### config.mk
export PLATFORM = sky130hd
export DESIGN_NAME = xcv_top
export DESIGN_NICKNAME = d
export VERILOG_FILES = /design/src/xcv_pkg.sv /design/src/xcv_top.sv /design/src/xcv_dir.sv
export SDC_FILE = /design/constraint.sdc
export NUM_CORES = 1
export LEC_CHECK = 0
export ABC_AREA = 1
export BUFFER_PORTS_ARGS = -buffer_cell sky130_fd_sc_hd__buf_2
export CAP_MARGIN = 20
export CELL_PAD_IN_SITES_DETAIL_PLACEMENT = 1
export CELL_PAD_IN_SITES_GLOBAL_PLACEMENT = 1
export CORE_MARGIN = 10
export CORE_UTILIZATION = 41
export CTS_CLUSTER_DIAMETER = 30
export CTS_CLUSTER_SIZE = 28
export DETAILED_ROUTE_END_ITERATION = 6
export GPL_TIMING_DRIVEN = 0
export HOLD_SLACK_MARGIN = 0.08
export PLACE_DENSITY_LB_ADDON = 0.08
export SYNTH_ARGS = -nofsm -noshare
export SYNTH_HDL_FRONTEND = slang
export SYNTH_SLANG_ARGS = --single-unit
export TNS_END_PERCENT = 5
### constraint.sdc
create_clock -name mclk -period 2 [get_ports mclk]
set_input_delay 0.6 -clock mclk [delete_from_list [all_inputs] [get_ports mclk]]
set_output_delay 0.6 -clock mclk [all_outputs]
set_load 0.02 [all_outputs]
### src/xcv_pkg.sv
// Package with constants, types and helpers shared by the transceiver datapath.
package xcv_pkg;

  // ---------------------------------------------------------------------------
  // Datapath geometry
  // ---------------------------------------------------------------------------
  localparam int XCV_W     = 18;
  localparam int XCV_HALF  = 9;
  localparam int XCV_NHALF = 2;
  localparam int XCV_AW    = 8;
  localparam int XCV_DW    = 32;
  localparam int XCV_CTLW  = 6;

  // ---------------------------------------------------------------------------
  // Register offsets (byte addresses)
  // ---------------------------------------------------------------------------
  localparam logic [XCV_AW-1:0] OFS_CTRL       = 8'h00;
  localparam logic [XCV_AW-1:0] OFS_STATUS     = 8'h04;
  localparam logic [XCV_AW-1:0] OFS_SAMPLE_A   = 8'h08;
  localparam logic [XCV_AW-1:0] OFS_SAMPLE_B   = 8'h0C;
  localparam logic [XCV_AW-1:0] OFS_SAMPLE_CTL = 8'h10;
  localparam logic [XCV_AW-1:0] OFS_SIG        = 8'h14;
  localparam logic [XCV_AW-1:0] OFS_PATTERN    = 8'h18;
  localparam logic [XCV_AW-1:0] OFS_FWD_HELD   = 8'h1C;
  localparam logic [XCV_AW-1:0] OFS_REV_HELD   = 8'h20;

  // ---------------------------------------------------------------------------
  // Field positions and reset values
  // ---------------------------------------------------------------------------
  localparam int CTRL_TEST_BIT  = 0;
  localparam int CTRL_OP_LSB    = 1;
  localparam int CTRL_DRV_A_BIT = 3;
  localparam int CTRL_DRV_B_BIT = 4;
  localparam int CTRL_W         = 5;
  localparam int STAT_TEST_BIT  = 0;
  localparam int STAT_TLR_BIT   = 1;

  localparam logic [CTRL_W-1:0] CTRL_RST    = 5'h00;
  localparam logic [XCV_W-1:0]  PATTERN_RST = 18'h00001;
  localparam logic [XCV_W-1:0]  SIG_RST     = 18'h00000;
  localparam logic [XCV_W-1:0]  LFSR_TAPS   = 18'h20400;

  // ---------------------------------------------------------------------------
  // Types
  // ---------------------------------------------------------------------------
  typedef enum logic [1:0] {
    XCV_OP_HOLD,
    XCV_OP_SAMPLE,
    XCV_OP_PSA,
    XCV_OP_OUTPUT_RANDOM_PATTERN
  } xcv_op_e;

  // Control pins of one direction, one bit per 9-bit half.
  typedef struct packed {
    logic [XCV_NHALF-1:0] oe_n;
    logic [XCV_NHALF-1:0] le;
    logic [XCV_NHALF-1:0] clk;
  } xcv_dir_ctl_s;

  // One step of the 18-bit shift register used for patterns and signatures.
  function automatic logic [XCV_W-1:0] lfsr_step(input logic [XCV_W-1:0] v);
    return {v[XCV_W-2:0], ^(v & LFSR_TAPS)};
  endfunction : lfsr_step

endpackage : xcv_pkg

### src/xcv_top.sv
// Top of the 18-bit bus transceiver with its test logic and APB registers.
//
// The implementer's own choices: the address map and the APB register port.
`timescale 1ns/1ps
module xcv_top
  import xcv_pkg::*;
(
  // Clock and reset
  input  wire logic              mclk,
  input  wire logic              nrst,
  // APB slave
  input  wire logic              psel,
  input  wire logic              penable,
  input  wire logic              pwrite,
  input  wire logic [XCV_AW-1:0] paddr,
  input  wire logic [XCV_DW-1:0] pwdata,
  output logic      [XCV_DW-1:0] prdata,
  output logic                   pready,
  output logic                   pslverr,
  // A port
  input  wire logic [XCV_W-1:0]  a_in,
  output logic      [XCV_W-1:0]  a_out,
  output logic      [XCV_W-1:0]  a_oe_n,
  // B port
  input  wire logic [XCV_W-1:0]  b_in,
  output logic      [XCV_W-1:0]  b_out,
  output logic      [XCV_W-1:0]  b_oe_n,
  // Direction control pins
  input  wire xcv_dir_ctl_s      fwd_ctl,
  input  wire xcv_dir_ctl_s      rev_ctl,
  // Test clock and test-logic-reset level
  input  wire logic              tck,
  input  wire logic              test_logic_reset
);

  // ---------------------------------------------------------------------------
  // Registers
  // ---------------------------------------------------------------------------
  logic [CTRL_W-1:0]     ctrl_q;
  logic [XCV_W-1:0]      sample_a_q;
  logic [XCV_W-1:0]      sample_b_q;
  logic [2*XCV_CTLW-1:0] sample_ctl_q;
  logic [XCV_W-1:0]      sig_q;
  logic [XCV_W-1:0]      pattern_q;
  logic                  tck_q;
  logic [XCV_DW-1:0]     prdata_q;
  logic                  pready_q;
  logic                  pslverr_q;
  logic [XCV_W-1:0]      a_out_q;
  logic [XCV_W-1:0]      a_oe_n_q;
  logic [XCV_W-1:0]      b_out_q;
  logic [XCV_W-1:0]      b_oe_n_q;

  // ---------------------------------------------------------------------------
  // Test control decode
  // ---------------------------------------------------------------------------
  wire          tck_rise    = tck & ~tck_q;
  wire          test_active = ctrl_q[CTRL_TEST_BIT] & ~test_logic_reset;
  wire xcv_op_e op          = xcv_op_e'(ctrl_q[CTRL_OP_LSB +: 2]);
  wire          drive_a     = ctrl_q[CTRL_DRV_A_BIT];
  wire          drive_b     = ctrl_q[CTRL_DRV_B_BIT];

  // Snapshot is harmless in normal mode; compression and patterns need test mode.
  wire do_sample = tck_rise & (op == XCV_OP_SAMPLE);
  wire do_psa    = tck_rise & test_active & (op == XCV_OP_PSA);
  wire do_output_random_pattern   = tck_rise & test_active & (op == XCV_OP_OUTPUT_RANDOM_PATTERN);

  // ---------------------------------------------------------------------------
  // APB decode
  // ---------------------------------------------------------------------------
  wire access   = psel & penable;
  wire first    = access & ~pready_q;
  wire done     = access & pready_q;

  wire hit_ctrl = (paddr == OFS_CTRL);
  wire hit_stat = (paddr == OFS_STATUS);
  wire hit_sa   = (paddr == OFS_SAMPLE_A);
  wire hit_sb   = (paddr == OFS_SAMPLE_B);
  wire hit_sc   = (paddr == OFS_SAMPLE_CTL);
  wire hit_sig  = (paddr == OFS_SIG);
  wire hit_pat  = (paddr == OFS_PATTERN);
  wire hit_fh   = (paddr == OFS_FWD_HELD);
  wire hit_rh   = (paddr == OFS_REV_HELD);
  wire hit_any  = hit_ctrl | hit_stat | hit_sa | hit_sb | hit_sc | hit_sig | hit_pat
                | hit_fh | hit_rh;

  wire wr_ctrl  = done & pwrite & hit_ctrl;
  wire wr_sig   = done & pwrite & hit_sig;
  wire wr_pat   = done & pwrite & hit_pat;

  // ---------------------------------------------------------------------------
  // Direction storage
  // ---------------------------------------------------------------------------
  logic [XCV_W-1:0] fwd_held;
  logic [XCV_W-1:0] rev_held;

  // Test mode freezes both directions so the functional path stays inhibited.
  xcv_dir u_fwd (
    .mclk   (mclk),
    .nrst   (nrst),
    .ctl    (fwd_ctl),
    .freeze (test_active),
    .din    (a_in),
    .held   (fwd_held)
  );

  xcv_dir u_rev (
    .mclk   (mclk),
    .nrst   (nrst),
    .ctl    (rev_ctl),
    .freeze (test_active),
    .din    (b_in),
    .held   (rev_held)
  );

  // ---------------------------------------------------------------------------
  // Read data selection
  // ---------------------------------------------------------------------------
  wire [XCV_DW-1:0] stat_word = {30'h0, test_logic_reset, test_active};
  wire [XCV_DW-1:0] rdata =
      hit_ctrl ? {27'h0, ctrl_q}       :
      hit_stat ? stat_word             :
      hit_sa   ? {14'h0, sample_a_q}   :
      hit_sb   ? {14'h0, sample_b_q}   :
      hit_sc   ? {20'h0, sample_ctl_q} :
      hit_sig  ? {14'h0, sig_q}        :
      hit_pat  ? {14'h0, pattern_q}    :
      hit_fh   ? {14'h0, fwd_held}     :
      hit_rh   ? {14'h0, rev_held}     :
                 32'h0;

  // ---------------------------------------------------------------------------
  // Pin drive selection
  // ---------------------------------------------------------------------------
  // Output enables per half, widened to one bit per pin.
  wire [XCV_W-1:0] fwd_oe_n = {{XCV_HALF{fwd_ctl.oe_n[1]}}, {XCV_HALF{fwd_ctl.oe_n[0]}}};
  wire [XCV_W-1:0] rev_oe_n = {{XCV_HALF{rev_ctl.oe_n[1]}}, {XCV_HALF{rev_ctl.oe_n[0]}}};

  // In test mode the pattern register drives each port whose drive bit is set, which lets a sample
  // read back the driven pattern as a boundary self-test.
  wire [XCV_W-1:0] b_out_d  = test_active ? pattern_q : fwd_held;
  wire [XCV_W-1:0] b_oe_n_d = test_active ? {XCV_W{~drive_b}} : fwd_oe_n;
  wire [XCV_W-1:0] a_out_d  = test_active ? pattern_q : rev_held;
  wire [XCV_W-1:0] a_oe_n_d = test_active ? {XCV_W{~drive_a}} : rev_oe_n;

  // ---------------------------------------------------------------------------
  // APB answer
  // ---------------------------------------------------------------------------
  // One wait state: pready rises in the second access cycle.
  always_ff @(posedge mclk or negedge nrst) begin
    if (!nrst) begin
      pready_q  <= 1'b0;
      pslverr_q <= 1'b0;
      prdata_q  <= '0;
    end else begin
      pready_q  <= first;
      pslverr_q <= first & ~hit_any;
      prdata_q  <= (first & ~pwrite & hit_any) ? rdata : '0;
    end
  end

  // ---------------------------------------------------------------------------
  // Control register
  // ---------------------------------------------------------------------------
  always_ff @(posedge mclk or negedge nrst) begin
    if (!nrst) begin
      ctrl_q <= CTRL_RST;
    end else if (test_logic_reset) begin
      ctrl_q <= CTRL_RST;
    end else if (wr_ctrl) begin
      ctrl_q <= pwdata[CTRL_W-1:0];
    end
  end

  // ---------------------------------------------------------------------------
  // Test clock edge detection
  // ---------------------------------------------------------------------------
  always_ff @(posedge mclk or negedge nrst) begin
    if (!nrst) begin
      tck_q <= 1'b0;
    end else begin
      tck_q <= tck;
    end
  end

  // ---------------------------------------------------------------------------
  // Pin snapshot
  // ---------------------------------------------------------------------------
  always_ff @(posedge mclk or negedge nrst) begin
    if (!nrst) begin
      sample_a_q   <= '0;
      sample_b_q   <= '0;
      sample_ctl_q <= '0;
    end else if (test_logic_reset) begin
      sample_a_q   <= '0;
      sample_b_q   <= '0;
      sample_ctl_q <= '0;
    end else if (do_sample) begin
      sample_a_q   <= a_in;
      sample_b_q   <= b_in;
      sample_ctl_q <= {fwd_ctl, rev_ctl};
    end
  end

  // ---------------------------------------------------------------------------
  // Input signature compression
  // ---------------------------------------------------------------------------
  // A bus write in the same cycle as a test clock edge wins.
  always_ff @(posedge mclk or negedge nrst) begin
    if (!nrst) begin
      sig_q <= SIG_RST;
    end else if (test_logic_reset) begin
      sig_q <= SIG_RST;
    end else if (wr_sig) begin
      sig_q <= pwdata[XCV_W-1:0];
    end else if (do_psa) begin
      sig_q <= lfsr_step(sig_q) ^ a_in ^ b_in;
    end
  end

  // ---------------------------------------------------------------------------
  // Output pattern generation
  // ---------------------------------------------------------------------------
  always_ff @(posedge mclk or negedge nrst) begin
    if (!nrst) begin
      pattern_q <= PATTERN_RST;
    end else if (test_logic_reset) begin
      pattern_q <= PATTERN_RST;
    end else if (wr_pat) begin
      pattern_q <= pwdata[XCV_W-1:0];
    end else if (do_output_random_pattern) begin
      pattern_q <= lfsr_step(pattern_q);
    end
  end

  // ---------------------------------------------------------------------------
  // Pin output flip-flops
  // ---------------------------------------------------------------------------
  // All pins start released so nothing contends with the buses after reset.
  always_ff @(posedge mclk or negedge nrst) begin
    if (!nrst) begin
      a_out_q  <= '0;
      a_oe_n_q <= '1;
      b_out_q  <= '0;
      b_oe_n_q <= '1;
    end else begin
      a_out_q  <= a_out_d;
      a_oe_n_q <= a_oe_n_d;
      b_out_q  <= b_out_d;
      b_oe_n_q <= b_oe_n_d;
    end
  end

  // ---------------------------------------------------------------------------
  // Outputs
  // ---------------------------------------------------------------------------
  assign prdata  = prdata_q;
  assign pready  = pready_q;
  assign pslverr = pslverr_q;
  assign a_out   = a_out_q;
  assign a_oe_n  = a_oe_n_q;
  assign b_out   = b_out_q;
  assign b_oe_n  = b_oe_n_q;

endmodule : xcv_top

### src/xcv_dir.sv
// One direction of storage: a latch-or-flop element per bit, split in halves.
`timescale 1ns/1ps
module xcv_dir
  import xcv_pkg::*;
(
  // Clock and reset
  input  wire logic             mclk,
  input  wire logic             nrst,
  // Direction controls and test freeze
  input  wire xcv_dir_ctl_s     ctl,
  input  wire logic             freeze,
  // Data
  input  wire logic [XCV_W-1:0] din,
  output logic      [XCV_W-1:0] held
);

  logic [XCV_NHALF-1:0] clk_q;

  // ---------------------------------------------------------------------------
  // Per-half storage
  // ---------------------------------------------------------------------------
  for (genvar h = 0; h < XCV_NHALF; h++) begin : g_half
    wire rise = ctl.clk[h] & ~clk_q[h];
    // One element serves as latch (enable high) and as flop (enable low).
    wire load = ~freeze & (ctl.le[h] | rise);

    always_ff @(posedge mclk or negedge nrst) begin
      if (!nrst) begin
        clk_q[h] <= 1'b0;
      end else begin
        clk_q[h] <= ctl.clk[h];
      end
    end

    always_ff @(posedge mclk or negedge nrst) begin
      if (!nrst) begin
        held[h*XCV_HALF +: XCV_HALF] <= '0;
      end else if (load) begin
        held[h*XCV_HALF +: XCV_HALF] <= din[h*XCV_HALF +: XCV_HALF];
      end
    end
  end

endmodule : xcv_dir

==> out/qor.yml <==
max-vdd-ir-drop_mv: 0.590
worstMarginPinSlew_ps: 805
rsz0062_at_grt: "yes"
fin_crit_sh_pct: 103
place_ws_ps: -805
synthMuxAreaShare_pct: 0
leakagePower_nw: 5.73
seq_area_frac_synth_pct: 52.0
synthTopCellsByArea: "dfrtp_1, nand2_1, o21ai_0, inv_1, o22ai_1"
crit_required_ps: 2360
numCtsBuffers: 17
syn_area_um2: 9160
synth_compound_area_share_pct: 16.1
avgSynthCellArea_um2: 8.55
fill_cells: 2695
synth-simple-area-share_pct: 15.3
finalWirelength_um: 35200
ys_ff_latch: 190
critPathArrivalTime_ps: 2420
critical-path-max-stage-delay_ps: 340
min_period_ps: 2050
pin_count: 201
overflow: 0
root_buffer: "clkbuf_16"
final_cells: 1571
cts-htree-levels: 4
setup_tns_ps: -94.0
powerDensity_nw_per_um2: 830
max_slew_margin_pct: 46.4
dieHeight_um: 169
synth_warnings: 0
clk_latency_ps: 450
violations: "setup timing"
timing.fmax_mhz: 487
setup_ws_ps: -52.8
synthAdderAreaFrac_pct: 0
dr.pass1.iters: 5
grt_start_max_net_pins: 120
finalHoldViolCount: 0
diodes: 0
crit_top_cell: "nand2_4"
status: "finished, violations left"
wl_per_cell_um: 22.4
critPathMaxFanout: 10
path_class: "in2reg"
synth_cell_types: 35
finClkSkew_ps: 10.5
slowest_stage: "a21oi_4"
synth-xor-area-share_pct: 3.54
grt_usage_pct: 24.2
final_common_cell: "nand2_1"
nets: 1373
vias: 8328
drc_errors: 0
clkTransAtPathRegs_ps: 70
port_buffers: 172
cts_sinks: 190
antenna_found_initial: 0
tritoncts: "done"
yosysTopAreaCellShare_pct: 50.5
die_area_um2: 28700
final_antenna_net_count: 0
maxSlewViolCount: 0
start_util_pct: 41.8
fin_area_um2: 11200
setup_viol: 6
critPathCaptureType: "flip-flop"
hold_path_class: "in2async"
crit_chain: "buf_2, inv_2, nand2_4, nor2_4, nand2_4, clkinv_4, nand2_4, a21oi_4, buf_6, o211ai_1, o21ai_1"
synth_top_family_by_area: "compound AO/OA/AOI/OAI gates"
synth_cells: 1071
drtIter0Drc: 614
layout_common_cells: "nand2_1, dfrtp_1, buf_2"
syn2layout_area_growth_pct: 22.1
grt_pass1_vias: 8852
dp.cells: 1537
clockBufferDepth: 2
core_area_um2: 21900
grt_pass1_wl_um: 52600
startpoint_type: "input port"
ctsHoldBuffers: 0
drive_gt1_share_pct: 25.8
die_w_um: 169
placed_area_um2: 10500
place_hpwl_um: 25700
vias_per_cell: 5.30
yosys.area.top_type: "dfrtp_1"
rows: 54
maxCapViolations: 0
gp_congestion: 0.906
stage by stage:
step | hold slack [ps] | util, % | power, mW
4_1_cts | 139 | 51.0 | 9.30
3_5_place_dp | 473 | 47.8 | 5.56
3_3_place_gp | 466 | 47.6 | 5.52
5_1_grt | 155 | 51.1 | 9.62
6_report | 115 | 51.1 | 9.29
2_1_floorplan | 304 | - | 4.99
path summary, 6_finish.rpt:
path                               start        endpoint  slack [ps]  cells after the start
max in group asynchronous           nrst   pattern_q[17]         840                      2
min                                 nrst  u_fwd.clk_q[0]         120                      1
max reg2reg                       pready        sig_q[3]          40                      7
min reg2reg                u_fwd.held[9]   u_fwd.held[9]         490                      2
min in group mclk             rev_ctl[0]  u_rev.clk_q[0]         270                      1
max                             paddr[0]   pattern_q[14]         -50                     11
worst max-delay path, delay by kind of cell:
kind	cells	cell delay [ps]
AND/OR/NAND/NOR	4	660
AO/OA/AOI/OAI	3	600
buffers and inverters	4	520
registers in the layout (all words and copies together), names as in the netlist:
register	cells
prdata	18
b_out	18
sig_q	18
b_oe_n	2
a_out	18
a_oe_n	2
sample_ctl_q	12
u_fwd.held	18
pready	1
u_fwd.clk_q	2
sample_b_q	18
tck_q	1
pattern_q	18
sample_a_q	18
u_rev.clk_q	2
ctrl_q	5
pslverr	1
u_rev.held	18
layout make-up:
| class | count | area, um2 | share of cell area (%) |
|---|---|---|---|
| multi-input cells | 636 | 3290 | 29.4 |
| repair buffers | 175 | 913 | 8.16 |
| clock inverters | 11 | 179 | 1.60 |
| well taps | 280 | 350 | 3.13 |
| plain buffers | 88 | 587 | 5.24 |
| clock buffers | 21 | 460 | 4.12 |
| flip-flops and latches | 190 | 4760 | 42.6 |
| inverters | 170 | 643 | 5.75 |
layer usage:
| metal | global-route usage, % | wire length [um] | up-vias |
|---|---|---|---|
| li1 | - | - | 3802 |
| met1 | 31.9 | 15300 | 4153 |
| met2 | 38.0 | 16200 | 323 |
| met3 | 6.09 | 2700 | 50 |
| met4 | 7.99 | 863 | 0 |
| met5 | 0 | 0 | - |
cell families (layout without fill, tap and decap cells):
logic type | after synthesis | count (layout)
AO/OA/AOI/OAI | 261 | 261
other | 1 | 14
AND/OR/NAND/NOR | 324 | 324
XOR/XNOR | 37 | 37
buffers and inverters | 258 | 465
flip-flops | 190 | 190
report_power, final:
| group | total, mW | switching (mW) | internal [mW] |
|---|---|---|---|
| logic | 1.28 | 0.822 | 0.453 |
| registers | 4.22 | 0.158 | 4.06 |
| clock network | 3.79 | 1.61 | 2.18 |
| total | 9.29 | 2.59 | 6.70 |
synth_stat cells, drive strengths merged:
cell,n
nor2,49
dfrtp,185
nand4,4
a21oi,32
o21bai,3
buf,65
o211ai,18
clkinv,1
xnor2,19
nand2,225
dfstp,5
xor2,18
a31oi,3
o21ai,135
o22ai,66
inv,169
conb,1
nand3,37
o2111ai,4
clkbuf,23
nor3,5
or2,3
nor4,1
what timing repair did:
| item | in CTS | in global routing |
|---|---|---|
| setup buffers | 0 | 2 |
| pin swaps | 2 | 1 |
| gates resized for setup | 24 | 13 |
| setup endpoints to repair | 102 | 87 |
No activity file was read; power rests on OpenSTA's default activity.
